[src/hw/eewp_map.vh]
// Constants for the parallel EEPROM write and protection controller.
`ifndef EEWP_MAP_VH
`define EEWP_MAP_VH
`define EEWP_CLK_PERIOD_NS 5
`define EEWP_STROBE_NS 200
`define EEWP_STROBE_CYC ((`EEWP_STROBE_NS + `EEWP_CLK_PERIOD_NS - 1) / `EEWP_CLK_PERIOD_NS)
`define EEWP_GLITCH_NS 20
`define EEWP_BYTE_GAP_US 30
`define EEWP_BYTE_GAP_CYC ((`EEWP_BYTE_GAP_US * 1000) / `EEWP_CLK_PERIOD_NS)
`define EEWP_HOLD_MS 10
`define EEWP_HOLD_CYC ((`EEWP_HOLD_MS * 1000000) / `EEWP_CLK_PERIOD_NS)
`define EEWP_ADDR_UNLOCK 17'h05555
`define EEWP_ADDR_ALT_A 17'h0aaaa
`define EEWP_ADDR_ALT_B 17'h02aaa
`define EEWP_DATA_AA 8'haa
`define EEWP_DATA_55 8'h55
`define EEWP_DATA_PROT 8'ha0
`define EEWP_DATA_80 8'h80
`define EEWP_DATA_CANCEL 8'h20
`define EEWP_OP_WRITE 2'h0
`define EEWP_OP_READ 2'h1
`define EEWP_OP_PROT 2'h2
`define EEWP_OP_UNPROT 2'h3
`endif

[src/hw/eewp_seq_rom.v]
// Small table of command-prefix address/data pairs.
`timescale 1ns/100ps
module eewp_seq_rom (
  input wire clk_i,
  input wire rst_i,
  input wire [2:0] idx_i,
  input wire cancel_i,
  output reg [16:0] addr_o,
  output reg [7:0] data_o
);
`include "eewp_map.vh"
  always @(posedge clk_i or posedge rst_i) begin
    if (rst_i) begin
      addr_o <= 17'h00000;
      data_o <= 8'h00;
    end else begin
      case (idx_i)
        3'h0, 3'h3: begin
          addr_o <= `EEWP_ADDR_UNLOCK;
          data_o <= `EEWP_DATA_AA;
        end
        3'h1, 3'h4: begin
          addr_o <= `EEWP_ADDR_ALT_B;
          data_o <= `EEWP_DATA_55;
        end
        3'h2: begin
          addr_o <= `EEWP_ADDR_UNLOCK;
          data_o <= cancel_i ? `EEWP_DATA_80 : `EEWP_DATA_PROT;
        end
        default: begin
          addr_o <= `EEWP_ADDR_UNLOCK;
          data_o <= `EEWP_DATA_CANCEL;
        end
      endcase
    end
  end
endmodule // eewp_seq_rom

[src/hw/eewp_ctrl.v]
// Host controller driving a parallel EEPROM with write protection.
// Function
// Device holds busy output released except during internal write.
// Device releases busy output when the internal write completes.
// Device ignores reads and writes while hold-off input is low.
// Host holds hold-off high throughout all read and write activity.
// Hold-off falling mid-programming aborts it; host avoids that.
// Host keeps hold-off high 10 ms after the last written byte.
// Device filters control pulses of 20 ns or less.
// Host drives hold-off low while reset, covering power transitions.
// Under protection the host prefixes each write with three bytes.
// Three-byte prefix while unprotected enters protection mode.
// Cancel is six writes 5555/AA 2AAA/55 5555/80 5555/AA 2AAA/55 5555/20.
// Cancel-sequence bytes are not programmed into the array.
// After cancel, plain writes are accepted without prefix.
// Reading during a write gives inverted bit seven of last byte.
// Each page byte follows the previous within 30 microseconds.
// Address taken on strobe fall, data on the later rising edge.
// Protection prefix is 5555/AA 2AAA/55 5555/A0.
`timescale 1ns/100ps
`include "eewp_map.vh"
module eewp_ctrl #(
  parameter HOLD_CYC = `EEWP_HOLD_CYC
) (
  input wire clk_i,
  input wire rst_i,
  input wire cmd_valid_i,
  input wire [1:0] cmd_op_i,
  input wire [16:0] cmd_addr_i,
  input wire [7:0] cmd_data_i,
  input wire cmd_last_i,
  input wire prot_mode_i,
  output wire cmd_ready_o,
  output reg rd_valid_o,
  output reg [7:0] rd_data_o,
  output reg busy_o,
  output reg [16:0] byte_address_lines_o,
  output reg [7:0] dq_o,
  output reg dq_oe_o,
  input wire [7:0] dq_i,
  output reg ce_n_o,
  output reg oe_n_o,
  output reg we_n_o,
  output reg hold_off_input_n_o,
  input wire rdy_busy_n_i
);
  // ****************************************************************
  // Constants and state
  // ****************************************************************
  localparam [1:0] ST_IDLE = 2'h0;
  localparam [1:0] ST_STROBE = 2'h1;
  localparam [1:0] ST_GAP = 2'h2;
  localparam [1:0] ST_HOLD = 2'h3;
  localparam [7:0] STROBE_CYC = `EEWP_STROBE_CYC;
  reg [1:0] state_reg;
  reg [7:0] strobe_cnt_reg;
  reg [12:0] gap_cnt_reg;
  reg [31:0] hold_cnt_reg;
  reg [2:0] pre_idx_reg;
  reg [2:0] pre_left_reg;
  reg cancel_reg;
  reg is_read_reg;
  reg last_reg;
  reg [16:0] addr_reg;
  reg [7:0] data_reg;
  reg rdy_s1_reg;
  reg rdy_s2_reg;
  reg [7:0] dq_s1_reg;
  reg [7:0] dq_s2_reg;
  reg prot_op_reg;
  reg pay_reg;
  wire [16:0] rom_addr;
  wire [7:0] rom_data;
  wire pre_active;
  // ****************************************************************
  // Pin synchroniser
  // ****************************************************************
  always @(posedge clk_i or posedge rst_i) begin
    if (rst_i) begin
      rdy_s1_reg <= 1'b1;
      rdy_s2_reg <= 1'b1;
      dq_s1_reg <= 8'h00;
      dq_s2_reg <= 8'h00;
    end else begin
      rdy_s1_reg <= rdy_busy_n_i;
      rdy_s2_reg <= rdy_s1_reg;
      // Read data settles long before the strobe ends, so two stages are free.
      dq_s1_reg <= dq_i;
      dq_s2_reg <= dq_s1_reg;
    end
  end
  eewp_seq_rom u_rom (
    .clk_i(clk_i),
    .rst_i(rst_i),
    .idx_i(pre_idx_reg),
    .cancel_i(cancel_reg),
    .addr_o(rom_addr),
    .data_o(rom_data)
  );
  assign pre_active = (pre_left_reg != 3'h0);
  // Commands wait while a prefix is running or the part is programming.
  assign cmd_ready_o = (state_reg == ST_IDLE) && !pre_active &&
                       rdy_s2_reg && (hold_cnt_reg == 32'h0);
  // ****************************************************************
  // Bus sequencer
  // ****************************************************************
  always @(posedge clk_i or posedge rst_i) begin
    if (rst_i) begin
      state_reg <= ST_IDLE;
      strobe_cnt_reg <= 8'h00;
      gap_cnt_reg <= 13'h0000;
      hold_cnt_reg <= 32'h0;
      pre_idx_reg <= 3'h0;
      pre_left_reg <= 3'h0;
      cancel_reg <= 1'b0;
      is_read_reg <= 1'b0;
      last_reg <= 1'b0;
      prot_op_reg <= 1'b0;
      pay_reg <= 1'b0;
      addr_reg <= 17'h00000;
      data_reg <= 8'h00;
      rd_valid_o <= 1'b0;
      rd_data_o <= 8'h00;
      busy_o <= 1'b0;
      byte_address_lines_o <= 17'h00000;
      dq_o <= 8'h00;
      dq_oe_o <= 1'b0;
      ce_n_o <= 1'b1;
      oe_n_o <= 1'b1;
      we_n_o <= 1'b1;
      hold_off_input_n_o <= 1'b0;
    end else begin
      rd_valid_o <= 1'b0;
      hold_off_input_n_o <= 1'b1;
      busy_o <= !rdy_s2_reg || (hold_cnt_reg != 32'h0) ||
                (state_reg != ST_IDLE) || pre_active;
      if (hold_cnt_reg != 32'h0) begin
        hold_cnt_reg <= hold_cnt_reg - 32'h1;
      end
      case (state_reg)
        ST_IDLE: begin
          if (cmd_valid_i && cmd_ready_o) begin
            addr_reg <= cmd_addr_i;
            data_reg <= cmd_data_i;
            last_reg <= cmd_last_i;
            is_read_reg <= (cmd_op_i == `EEWP_OP_READ);
            cancel_reg <= (cmd_op_i == `EEWP_OP_UNPROT);
            prot_op_reg <= (cmd_op_i == `EEWP_OP_PROT);
            // Only reads and writes own a payload strobe after any prefix.
            pay_reg <= (cmd_op_i == `EEWP_OP_WRITE) ||
                       (cmd_op_i == `EEWP_OP_READ);
            pre_idx_reg <= 3'h0;
            if (cmd_op_i == `EEWP_OP_UNPROT) begin
              pre_left_reg <= 3'h6;
            end else if (cmd_op_i == `EEWP_OP_PROT ||
                         (cmd_op_i == `EEWP_OP_WRITE && prot_mode_i)) begin
              pre_left_reg <= 3'h3;
            end else begin
              pre_left_reg <= 3'h0;
            end
            // Prefix-only commands carry no payload byte afterwards.
            state_reg <= ST_GAP;
            gap_cnt_reg <= 13'h0002;
          end
        end
        ST_GAP: begin
          if (gap_cnt_reg != 13'h0000) begin
            gap_cnt_reg <= gap_cnt_reg - 13'h0001;
          end else begin
            // Address and data change on the same edge as the strobe falls, and are held until it rises.
            ce_n_o <= 1'b0;
            strobe_cnt_reg <= STROBE_CYC;
            state_reg <= ST_STROBE;
            if (pre_active) begin
              byte_address_lines_o <= rom_addr;
              dq_o <= rom_data;
              dq_oe_o <= 1'b1;
              we_n_o <= 1'b0;
            end else begin
              byte_address_lines_o <= addr_reg;
              dq_o <= data_reg;
              dq_oe_o <= !is_read_reg;
              we_n_o <= is_read_reg;
              oe_n_o <= !is_read_reg;
            end
          end
        end
        ST_STROBE: begin
          // Strobes far longer than 20 ns so the part's filter passes them.
          if (strobe_cnt_reg != 8'h00) begin
            strobe_cnt_reg <= strobe_cnt_reg - 8'h01;
          end else begin
            ce_n_o <= 1'b1;
            we_n_o <= 1'b1;
            oe_n_o <= 1'b1;
            state_reg <= ST_HOLD;
            if (pre_active) begin
              pre_left_reg <= pre_left_reg - 3'h1;
              pre_idx_reg <= pre_idx_reg + 3'h1;
            end else begin
              pay_reg <= 1'b0;
              if (is_read_reg) begin
                rd_valid_o <= 1'b1;
                rd_data_o <= dq_s2_reg;
              end
            end
          end
        end
        ST_HOLD: begin
          dq_oe_o <= 1'b0;
          // A write behind a prefix still owes its payload strobe.
          if (pre_active || pay_reg) begin
            state_reg <= ST_GAP;
            gap_cnt_reg <= 13'h0002;
          end else begin
            state_reg <= ST_IDLE;
            // The timer also covers the status pin's synchroniser delay.
            if (!is_read_reg && (last_reg || cancel_reg ||
                prot_op_reg)) begin
              hold_cnt_reg <= HOLD_CYC;
            end
          end
        end
        default: state_reg <= ST_IDLE;
      endcase
    end
  end
endmodule // eewp_ctrl

[config.mk]
export PLATFORM = sky130hd
export DESIGN_NAME = eewp_ctrl
export DESIGN_NICKNAME = d
export VERILOG_FILES = /design/src/hw/eewp_seq_rom.v /design/src/hw/eewp_ctrl.v
export VERILOG_INCLUDE_DIRS = /design/src /design/src/hw
export SDC_FILE = /design/constraint.sdc
export NUM_CORES = 1
export LEC_CHECK = 0
export CAP_MARGIN = 30
export CORE_MARGIN = 4
export CORE_UTILIZATION = 30
export CTS_CLUSTER_SIZE = 12
export DETAILED_ROUTE_END_ITERATION = 8
export DONT_BUFFER_PORTS = 1
export GPL_ROUTABILITY_DRIVEN = 1
export PLACE_DENSITY_LB_ADDON = 0.1
export SYNTH_ARGS = -nofsm -noshare
export SYNTH_HDL_FRONTEND = slang
export SYNTH_HIERARCHICAL = 1
export SYNTH_SLANG_ARGS = --single-unit
[constraint.sdc]
create_clock -name clk_i -period 8 [get_ports clk_i]
set_clock_uncertainty 0.1 [all_clocks]
set_input_delay 0.8 -clock clk_i [delete_from_list [all_inputs] [get_ports clk_i]]
set_output_delay 0.8 -clock clk_i [all_outputs]
set_load 0.05 [all_outputs]
==> results of run 1 <==
## critical path: stages, from the launching register on
cell and delay, ns:
dfrtp_1 0.42, or4_4 0.55, nor3_1 0.56, nand3_1 0.34
nor2_1 0.24, buf_6 0.19
## metal layers
| layer | vias to the layer above | global-route usage [%] |
|---|---|---|
| met5 | - | 0 |
| met4 | 2 | 4.575 |
| met3 | 26 | 4.442 |
| met2 | 115 | 21.20 |
| met1 | 2656 | 17.57 |
| li1 | 2451 | - |
## stage by stage
stage	area, µm²	setup WS [ns]	power (mW)	std cells
2_1_floorplan	7400	3.100	0.8216	695
3_3_place_gp	7564	4.491	0.8272	972
3_5_place_dp	7602	4.726	0.8292	974
4_1_cts	8234	4.386	1.709	1006
5_1_grt	8234	4.205	1.742	1006
6_report	8234	4.378	1.678	1006
## path summary, 6_finish.rpt
kind,end,slack (ns),cells after the start
worst max-delay path,cmd_ready_o,4.38,5
worst max register to register,gap_cnt_reg[7],4.74,7
worst min register to register,dq_s2_reg[7],0.25,0
min in group clk_i,dq_s2_reg[7],0.25,0
max in group asynchronous,rdy_s2_reg,6.39,3
worst min-delay path,u_rom/data_o[3],0.08,1
## area by class of cell
type | count | area [µm²]
Tap cell | 324 | 405.4
Clock inverter | 14 | 202.7
Clock buffer | 18 | 429.2
Sequential cell | 155 | 3885
Multi-Input combinational cell | 465 | 3148
Timing Repair Buffer | 6 | 68.82
Inverter | 24 | 95.09
Fill cell | 2451 | 16090
## Yosys cell counts, types with 3 or more instances
master and number:
dfrtp_1 150, nand4b_1 4, nand3_1 19, o21ai_0 55
or4_1 15, nor4_1 11, inv_1 24, a21oi_1 33
xor2_1 10, nand2_1 51, clkbuf_1 24, mux2i_1 28
buf_4 19, buf_2 5, nand3b_1 3, ha_1 13
nand4_1 8, o311ai_0 3, nor3_1 14, o31ai_1 26
nor4b_1 3, nor2_1 40, and2_1 5, mux2_2 35
or3_1 17, or2_2 6, a22o_1 3, dfstp_2 5
nor2b_1 4, a31oi_1 5, nand2b_1 8, xnor2_1 4
## kinds of logic after synthesis
| group | after synthesis |
|---|---|
| and+or+nand+nor | 222 |
| DFF | 155 |
| AOI/OAI and AO/OA | 150 |
| buffers and inverters | 75 |
| muxes | 63 |
| xor gates and xnor gates | 14 |
| adders and majority gates | 13 |
| other | 2 |
## power groups by stage
stage / Sequential [mW] / Clock (mW) / Combinational, mW
2_1_floorplan: 0.808 / 0 / 0.0136
3_3_place_gp: 0.809 / 0 / 0.0186
3_5_place_dp: 0.809 / 0 / 0.0205
4_1_cts: 0.794 / 0.895 / 0.0206
5_1_grt: 0.794 / 0.925 / 0.0231
6_report: 0.794 / 0.865 / 0.0191
==> run summary, run 1 <==
Post-DRT Antenna Nets: 0
Reg clk slew, reported paths: 0.07 ns
Worst IR drop on VDD: 0.0001319 V
First-pass GRT wire length: 29160 µm
Syn Area/Cell: 10.66 µm²
Logic gate share of total power: 1.1%
Hold_buf cts: 0
Most frequent cells in the layout: dfrtp_1, o21ai_0, nand2_1
H-tree Lvls: 4
Compound-Gate Fraction of Synth Area: 13.13%
Routed len/inst: 17.59 µm
Synth top area cells: dfrtp_1, mux2_2, mux2i_1, o21ai_0, o31ai_1
Worst min-delay path class: primary input to async pin
Via density: 5.219
Sw frac: 22.63%
WP data required: 7.10 ns
Initial core utilization: 30.41%
P_leak: 3.956 nW
Total grt overflow: 0
Worst setup EP type: output pin
Width of the die: 165.0 µm
Synth unique cells: 65
Commonest non-fill, non-tap cell in the layout: dfrtp_1
Post-Synth Adder-Cell Area: 2.199%
Vias in the first global route: 5385
Largest net degree at the start of global routing: 76
Setup Viol. Count Final: 0
Final Hold Viols: 0
Crit path launch type: flip-flop
Flip-flop count of the largest register after layout: 32
Synth Register Bits: 155
Antenna diode count: 0
Status: finished clean
Uppermost layer routed: met5
CTS root buf: clkbuf_16
HPWL after DPL: 11870 µm
CTS tree: yes
Die span in y: 165.0 µm
Post-Synth XOR/XNOR Area: 1.658%
Top Ports: 82
Final WL: 17690 µm
PortBufs: 0
Clock power frac: 51.6%
Number of synthesized flops with an enable pin: 0
Post-synth ARST share: 100.0%
Final #Nets: 723
Setup bufs post-CTS: 0
Power density over the cells: 203.8 nW/µm²
Total of warnings raised by yosys: 6
Cells after synthesis: 694
TritonCTS buffer count: 17
DR vias: 5250
Fin Setup TNS: 0 ns
Minimum clock period after layout: 3.622 ns
Hold slack: 0.08391 ns
Flop pwr share: 47.3%
Mapped cell area: 7396 µm²
Routed wl met3: 1053 µm
Final Util: 33.86%
Layout cells sized above 1: 14.37%
Tcrit/Tclk final: 45.28%
Max Fclk: 276.1 MHz
Yosys top cell by area: dfrtp_1
FF-to-FF Start: hold_cnt_reg[0]
Initial antenna violation count: 1
Max cap viols: 0
Met1 wire length: 7893 µm
Largest family of logic cells by synthesized area: simple AND/OR/NAND/NOR gates
Crit path from: hold_cnt_reg[4]
DRT iter0 DRCs: 373
Clk_lat worst skew: 0.42 ns
# DRC: 0
NetSw: 0.3798 mW
Critical Path AT: 2.72 ns
Post-synth top flop: dfrtp_1
Clock Sinks: 155
Worst Setup Path Type: flip-flop to output pin
Final Max Tran Viols: 0
Post-synth top area share: 50.75%
RSZ-0062 raised after global routing: no
Die area: 27230 µm²
GP Congestion: 0.7856
Tot GR Track Use: 13.51%
Sequential element share of the synthesized area: 52.53%
Placeable Area: 24320 µm²
Post-synthesis mux area share: 9.119%
Critical-path maximum fanout: 7
Tightest Pin Transition: 0.9860 ns
PostCTS Resize Cnt: 0
Pint: 1.298 mW
CTS Buffer Depth: 2
Post-synthesis simple-gate area fraction: 16.21%
DR WL met2: 8399 µm
Area added between synthesis and finish: 11.33%
Cell Rows: 57
Relative slew slack: 34.22%
Initial DRT Pass Iterations: 5
Power figures use the tool's default switching activity.
==> run 2: changes to the inputs <==
==> constraint.sdc (replaced) <==
create_clock -name clk_i -period 3.76 [get_ports clk_i]
set_clock_uncertainty 0.1 [all_clocks]
set_input_delay 0.376 -clock clk_i [delete_from_list [all_inputs] [get_ports clk_i]]
set_output_delay 0.376 -clock clk_i [all_outputs]
set_load 0.05 [all_outputs]
==> run 2 against run 1 <==
Worst hold slack lost 0.043 ns. Critical endpoint is now strobe_cnt_reg[5]. Cell count rose by 4.7%. First-iteration DRC count down 22%. Largest power group unchanged.
==> run summary, run 2 (synthesis gave the netlist of run 1 again) <==
Status: finished clean
GP Congestion: 0.8057 (+2.6%)
Crit-path most repeated cell: inv_1
CP cell instances: inv_1 > ha_1 > inv_1 > or4b_2 > nor2_1 > or3b_2
Largest net degree at the start of global routing: 58 (-24%)
Area added between synthesis and finish: 16.87%
Cell Rows: 57 (unchanged)
Final Max Tran Viols: 0 (unchanged)
CP peak stage delay: 0.96 ns (+0.40 ns)
Final #Nets: 770 (+6.5%)
DRT iter0 DRCs: 292 (-22%)
Tot GR Track Use: 13.70% (+0.19 points)
Antenna diode count: 0 (unchanged)
Width of the die: 165.0 µm (unchanged)
RSZ-0062 raised after global routing: no
WP data required: 4.02 ns (-3.08 ns)
Via density: 5.056 (-3.1%)
Initial core utilization: 30.41% (unchanged)
Worst setup EP type: flip-flop
Multi-input logic area: 3148 µm² (unchanged)
Routed len/inst: 16.94 µm (-3.7%)
Initial antenna violation count: 1 (unchanged)
Worst min-delay path class: primary input to flip-flop
CTS Buffer Depth: 2 (unchanged)
Tightest Pin Transition: 0.7650 ns (-0.2210 ns)
Fin Setup TNS: 0 ns (unchanged)
Initial DRT Pass Iterations: 4 (-1)
Tcrit/Tclk final: 83.11%
Final WL: 17830 µm (+0.80%)
FF/Latch Area: 3885 µm² (unchanged)
Max cap viols: 0 (unchanged)
H-tree Lvls: 4 (unchanged)
Total grt overflow: 0 (unchanged)
Crit path launch type: flip-flop
Commonest non-fill, non-tap cell in the layout: dfrtp_1
Critical Path AT: 3.39 ns (+0.67 ns)
# fillers: 2431 (-0.82%)
PortBufs: 0 (unchanged)
Relative slew slack: 48.61% (+14 points)
Minimum clock period after layout: 3.125 ns
Final Cell Area: 8643 µm² (+5.0%)
Clock Sinks: 155 (unchanged)
# DRC: 0 (unchanged)
Hold_buf cts: 37 (+37)
First-pass GRT wire length: 29510 µm (+1.2%)
Layout cells sized above 1: 14.81% (+0.45 points)
Die span in y: 165.0 µm (unchanged)
Most frequent cells in the layout: dfrtp_1, o21ai_0, nand2_1
Worst Setup Path Type: flip-flop to flip-flop
DR vias: 5324 (+1.4%)
DP Area: 7670 µm² (+0.89%)
Top Ports: 82 (unchanged)
Final Hold Viols: 0 (unchanged)
Setup Viol. Count Final: 0 (unchanged)
Overall power: 3.469 mW (+110%)
TritonCTS buffer count: 17 (unchanged)
Critical-path maximum fanout: 19 (+12)
Vias in the first global route: 5562 (+3.3%)
Reg clk slew, reported paths: 0.07 ns (about the same)
PostCTS Resize Cnt: 0 (unchanged)
HPWL after DPL: 12160 µm (+2.4%)
Max Fclk: 320.0 MHz
CTS tree: yes
CTS root buf: clkbuf_16
Worst IR drop on VDD: 0.0003060 V (+130%)
Placeable Area: 24320 µm² (unchanged)
P_leak: 4.134 nW (+4.5%)
Flip-flop count of the largest register after layout: 32 (unchanged)
Clk_lat worst skew: 0.43 ns (about the same)
Worst path slowest cell: or4b_2
Setup bufs post-CTS: 0 (unchanged)
Post-DRT Antenna Nets: 0 (unchanged)
Die area: 27230 µm² (unchanged)
Power density over the cells: 401.3 nW/µm² (+97%)
run 2: where the power goes:
group          switching (mW)  total, mW  leakage [nW]  internal (mW)
clock network           0.812       1.70         0.286          0.893
registers             0.00973       1.69          2.02           1.68
logic                  0.0419     0.0757          1.83         0.0338
total                   0.863       3.47          4.13           2.61
run 2: area by class of cell:
| cell class | instances | area share, % |
|---|---|---|
| clock inverters | 15 | 1.940 |
| clock buffers | 17 | 4.922 |
| repair buffers | 53 | 5.993 |
| inverters | 24 | 1.086 |
| well taps | 324 | 4.690 |
| multi-input cells | 465 | 36.42 |
| flip-flops and latches | 155 | 44.95 |
run 2: worst max-delay path: cells and delay by family (launching register included):
family	cells	cell delay (ns)
AND/OR/NAND/NOR	3	1.69
buffers and inverters	2	0.42
flip-flops	1	0.42
adder cells (fa/ha/maj)	1	0.42
run 2: routing by layer:
layer | global-route usage [%] | vias up | wire length (µm)
li1 | - | 2544 | -
met1 | 17.59 | 2661 | 8000
met2 | 22.22 | 100 | 8588
met3 | 4.567 | 17 | 989
met4 | 3.629 | 2 | 240
met5 | 0 | - | 13
run 2: worst paths after layout:
check / cells past startpoint / slack, ns / start / end
min in group asynchronous: 2 / 0.27 / rst_i / data_reg[3]
worst max register to register: 6 / 0.64 / state_reg[0] / strobe_cnt_reg[5]
worst max-delay path: 6 / 0.64 / state_reg[0] / strobe_cnt_reg[5]
worst min-delay path: 2 / 0.04 / cmd_op_i[0] / prot_op_reg
worst min register to register: 0 / 0.25 / dq_s1_reg[7] / dq_s2_reg[7]
max in group asynchronous: 4 / 2.41 / rst_i / rdy_s2_reg
run 2: through the flow:
step | instances | hold slack, ns | setup slack, ns | utilization [%]
final | 1053 | 0.04132 | 0.6352 | 35.54
after global routing | 1053 | 0.06894 | 0.4132 | 35.54
after CTS | 1052 | 0.004692 | 0.5850 | 35.50
after detailed placement | 983 | 0.06409 | 0.6062 | 31.54
after global placement | 982 | 0.09594 | 0.6778 | 31.46
after floorplan | 695 | 0.06696 | 0.9925 | -
==> run 3: changes to the inputs <==
--- a/config.mk
+++ b/config.mk
@@ -6,6 +6,7 @@
 export SDC_FILE = /design/constraint.sdc
 export NUM_CORES = 1
 export LEC_CHECK = 0
+export ABC_AREA = 1
 export CAP_MARGIN = 30
 export CORE_MARGIN = 4
 export CORE_UTILIZATION = 30
==> constraint.sdc (replaced) <==
create_clock -name clk_i -period 3.1 [get_ports clk_i]
set_clock_uncertainty 0.1 [all_clocks]
set_input_delay 0.31 -clock clk_i [delete_from_list [all_inputs] [get_ports clk_i]]
set_output_delay 0.31 -clock clk_i [all_outputs]
set_load 0.05 [all_outputs]
==> run 3 against run 2 <==
Clock-buffer cell count stayed put. Synthesized cell count grew 31%. Flip-flop and latch count unchanged. Utilization fell by 0.19 points. Die area is 5.4% higher. Via count grew 5.1%. Combinational power grew to 42 times the previous value. Non-clock buffer count down 5.
==> run summary, run 3 <==
Status: finished clean
Flip-flop count of the largest register after layout: 32 (unchanged)
Count leader, synth: nand2_1
Initial core utilization: 30.76% (+0.35 points)
Clk_lat worst skew: 0.42 ns (about the same)
Sequential element share of the synthesized area: 49.73% (-2.8 points)
DR vias: 5596 (+5.1%)
Critical-path maximum fanout: 58 (+39)
Placeable Area: 25400 µm² (+4.4%)
Total of warnings raised by yosys: 6 (unchanged)
CTS Buffer Depth: 2 (unchanged)
Die area: 28690 µm² (+5.4%)
Initial DRT Pass Iterations: 4 (unchanged)
TritonCTS buffer count: 17 (unchanged)
First-pass GRT wire length: 31240 µm (+5.9%)
PortBufs: 0 (unchanged)
Initial antenna violation count: 1 (unchanged)
Crit path launch type: flip-flop
Leading cell types by count after synthesis: nand2_1, dfrtp_1, inv_1
Synth Register Bits: 155 (unchanged)
Worst Setup Path Type: flip-flop to flip-flop
Setup bufs post-CTS: 0 (unchanged)
Max cap viols: 0 (unchanged)
CTS root buf: clkbuf_16
Final Max Tran Viols: 0 (unchanged)
Tcrit/Tclk final: 84.28% (+1.2 points)
Mapped cell area: 7812 µm² (+5.6%)
PostCTS Resize Cnt: 0 (unchanged)
Minimum clock period after layout: 2.613 ns (-0.5122 ns)
Relative slew slack: 50.42% (+1.8 points)
Number of synthesized flops with an enable pin: 0 (unchanged)
Largest net degree at the start of global routing: 64 (+10%)
Worst min-delay path class: primary input to flip-flop
Post-synth top flop: dfrtp_1
Max Fclk: 382.8 MHz (+20%)
WP data required: 3.35 ns (-0.67 ns)
Setup Viol. Count Final: 0 (unchanged)
HPWL after DPL: 12890 µm (+6.0%)
DRT iter0 DRCs: 360 (+23%)
Power density over the cells: 1006 nW/µm² (+150%)
Post-synth top area share: 48.05% (-2.7 points)
Routed len/inst: 14.40 µm (-15%)
Final Hold Viols: 0 (unchanged)
CTS tree: yes
Clock Sinks: 155 (unchanged)
Via density: 4.396 (-13%)
Area added between synthesis and finish: 14.94%
Synth unique cells: 45 (-31%)
Syn Area/Cell: 8.614 µm² (-19%)
Cells after synthesis: 907 (+31%)
Synth top area cells: dfrtp_1, nand2_1, inv_1, nor2_1, mux2i_1
Tightest Pin Transition: 0.7422 ns (-0.02285 ns)
Hold_buf cts: 39 (+5.4%)
Vias in the first global route: 5830 (+4.8%)
Post-DRT Antenna Nets: 0 (unchanged)
Cell Rows: 58 (+1.8%)
P_leak: 4.407 nW (+6.6%)
H-tree Lvls: 4 (unchanged)
Final WL: 18330 µm (+2.8%)
Worst IR drop on VDD: 0.0003781 V (+24%)
Final Util: 35.35% (-0.19 points)
Width of the die: 169.4 µm (+2.6%)
Top Ports: 82 (unchanged)
Commonest non-fill, non-tap cell in the layout: nand2_1
Layout cells sized above 1: 9.968% (-4.8 points)
Fin Setup TNS: 0 ns (unchanged)
GP Congestion: 0.8032 (-0.31%)
Reg clk slew, reported paths: 0.06 ns (about the same)
Tot GR Track Use: 13.51% (-0.19 points)
Post-synth ARST share: 100.0% (unchanged)
Final #Nets: 985 (+28%)
# DRC: 0 (unchanged)
Antenna diode count: 0 (unchanged)
Total grt overflow: 0 (unchanged)
RSZ-0062 raised after global routing: no
Yosys top cell by area: dfrtp_1
Most frequent cells in the layout: nand2_1, dfrtp_1, inv_1
Critical Path AT: 2.86 ns (-0.53 ns)
Die span in y: 169.4 µm (+2.6%)
Worst setup EP type: flip-flop
[run 3: cell types whose count changed in the layout (fill, tap and decap cells not counted), moves of 21 or more]
cell | previous run | this run
o21ai_1 | 0 | 21
inv_1 | 23 | 115
nand2_1 | 51 | 193
nor2_1 | 40 | 98
nand3_1 | 19 | 40
mux2_2 | 35 | 0
a21oi_1 | 33 | 12
[run 3: path summary, 6_finish.rpt]
check / endpoint / cells after the start / from / slack [ns]
max in group asynchronous: ce_n_o / 3 / rst_i / 1.68
worst min-delay path: pre_left_reg[2] / 4 / cmd_op_i[0] / 0.11
worst max-delay path: prot_op_reg / 10 / hold_cnt_reg[0] / 0.49
worst max register to register: prot_op_reg / 10 / hold_cnt_reg[0] / 0.49
worst min register to register: dq_s2_reg[3] / 0 / dq_s1_reg[3] / 0.25
min in group asynchronous: u_rom/addr_o[12] / 2 / rst_i / 0.23
[run 3: metrics by stage]
step / hold WS [ns] / power [mW] / cells / cell area, µm² / worst slack, ns
final: 0.1109 / 9.034 / 1273 / 8980 / 0.4874
after global placement: 0.02907 / 7.093 / 1203 / 8035 / 0.7947
after detailed placement: 0.03334 / 7.078 / 1203 / 8035 / 0.7297
after global routing: 0.1234 / 9.836 / 1273 / 8980 / 0.2616
after floorplan: 0.0009591 / 6.417 / 908 / 7820 / 0.8191
after CTS: 0.09636 / 9.173 / 1273 / 8980 / 0.4822
[run 3: layout make-up]
class                           count  area, µm²
Clock buffer                       17      425.4
Timing Repair Buffer               48      483.0
Fill cell                        2661      16420
Tap cell                          330      412.9
Sequential cell                   155       3885
Clock inverter                     14      128.9
Multi-Input combinational cell    592       3202
Inverter                          117      442.9
[run 3: cells by family after synthesis]
logic type	after synthesis	synth area share [%]
simple gates	401	22.58
other cells	2	0.09613
fa+ha+maj	13	2.082
buf+inv	161	9.433
mux	33	4.228
xor+xnor	27	3.027
compound gates	115	8.825
flops	155	49.73
[run 3: per-layer routing]
layer	wire length (µm)	GRT usage, %
met5	15	0
met4	140	3.325
met3	763	3.494
met2	8327	20.78
met1	9085	19.14
[run 3: worst max-delay path, stage by stage (launching register included)]
cell,delay (ns)
dfrtp_1,0.36
inv_1,0.17
ha_1,0.24
nand2_1,0.07
nor2_1,0.10
nand2_1,0.09
nor2_4,0.15
nand3_4,0.09
buf_4,0.29
o31ai_1,0.28
dlygate4sd3_1,0.58
[run 3: power breakdown]
part	switching, mW	leakage [nW]	internal, mW
combinational	2.01	2.19	1.18
sequential	1.21	1.96	2.65
clock	0.939	0.256	1.05
total	4.15	4.41	4.88
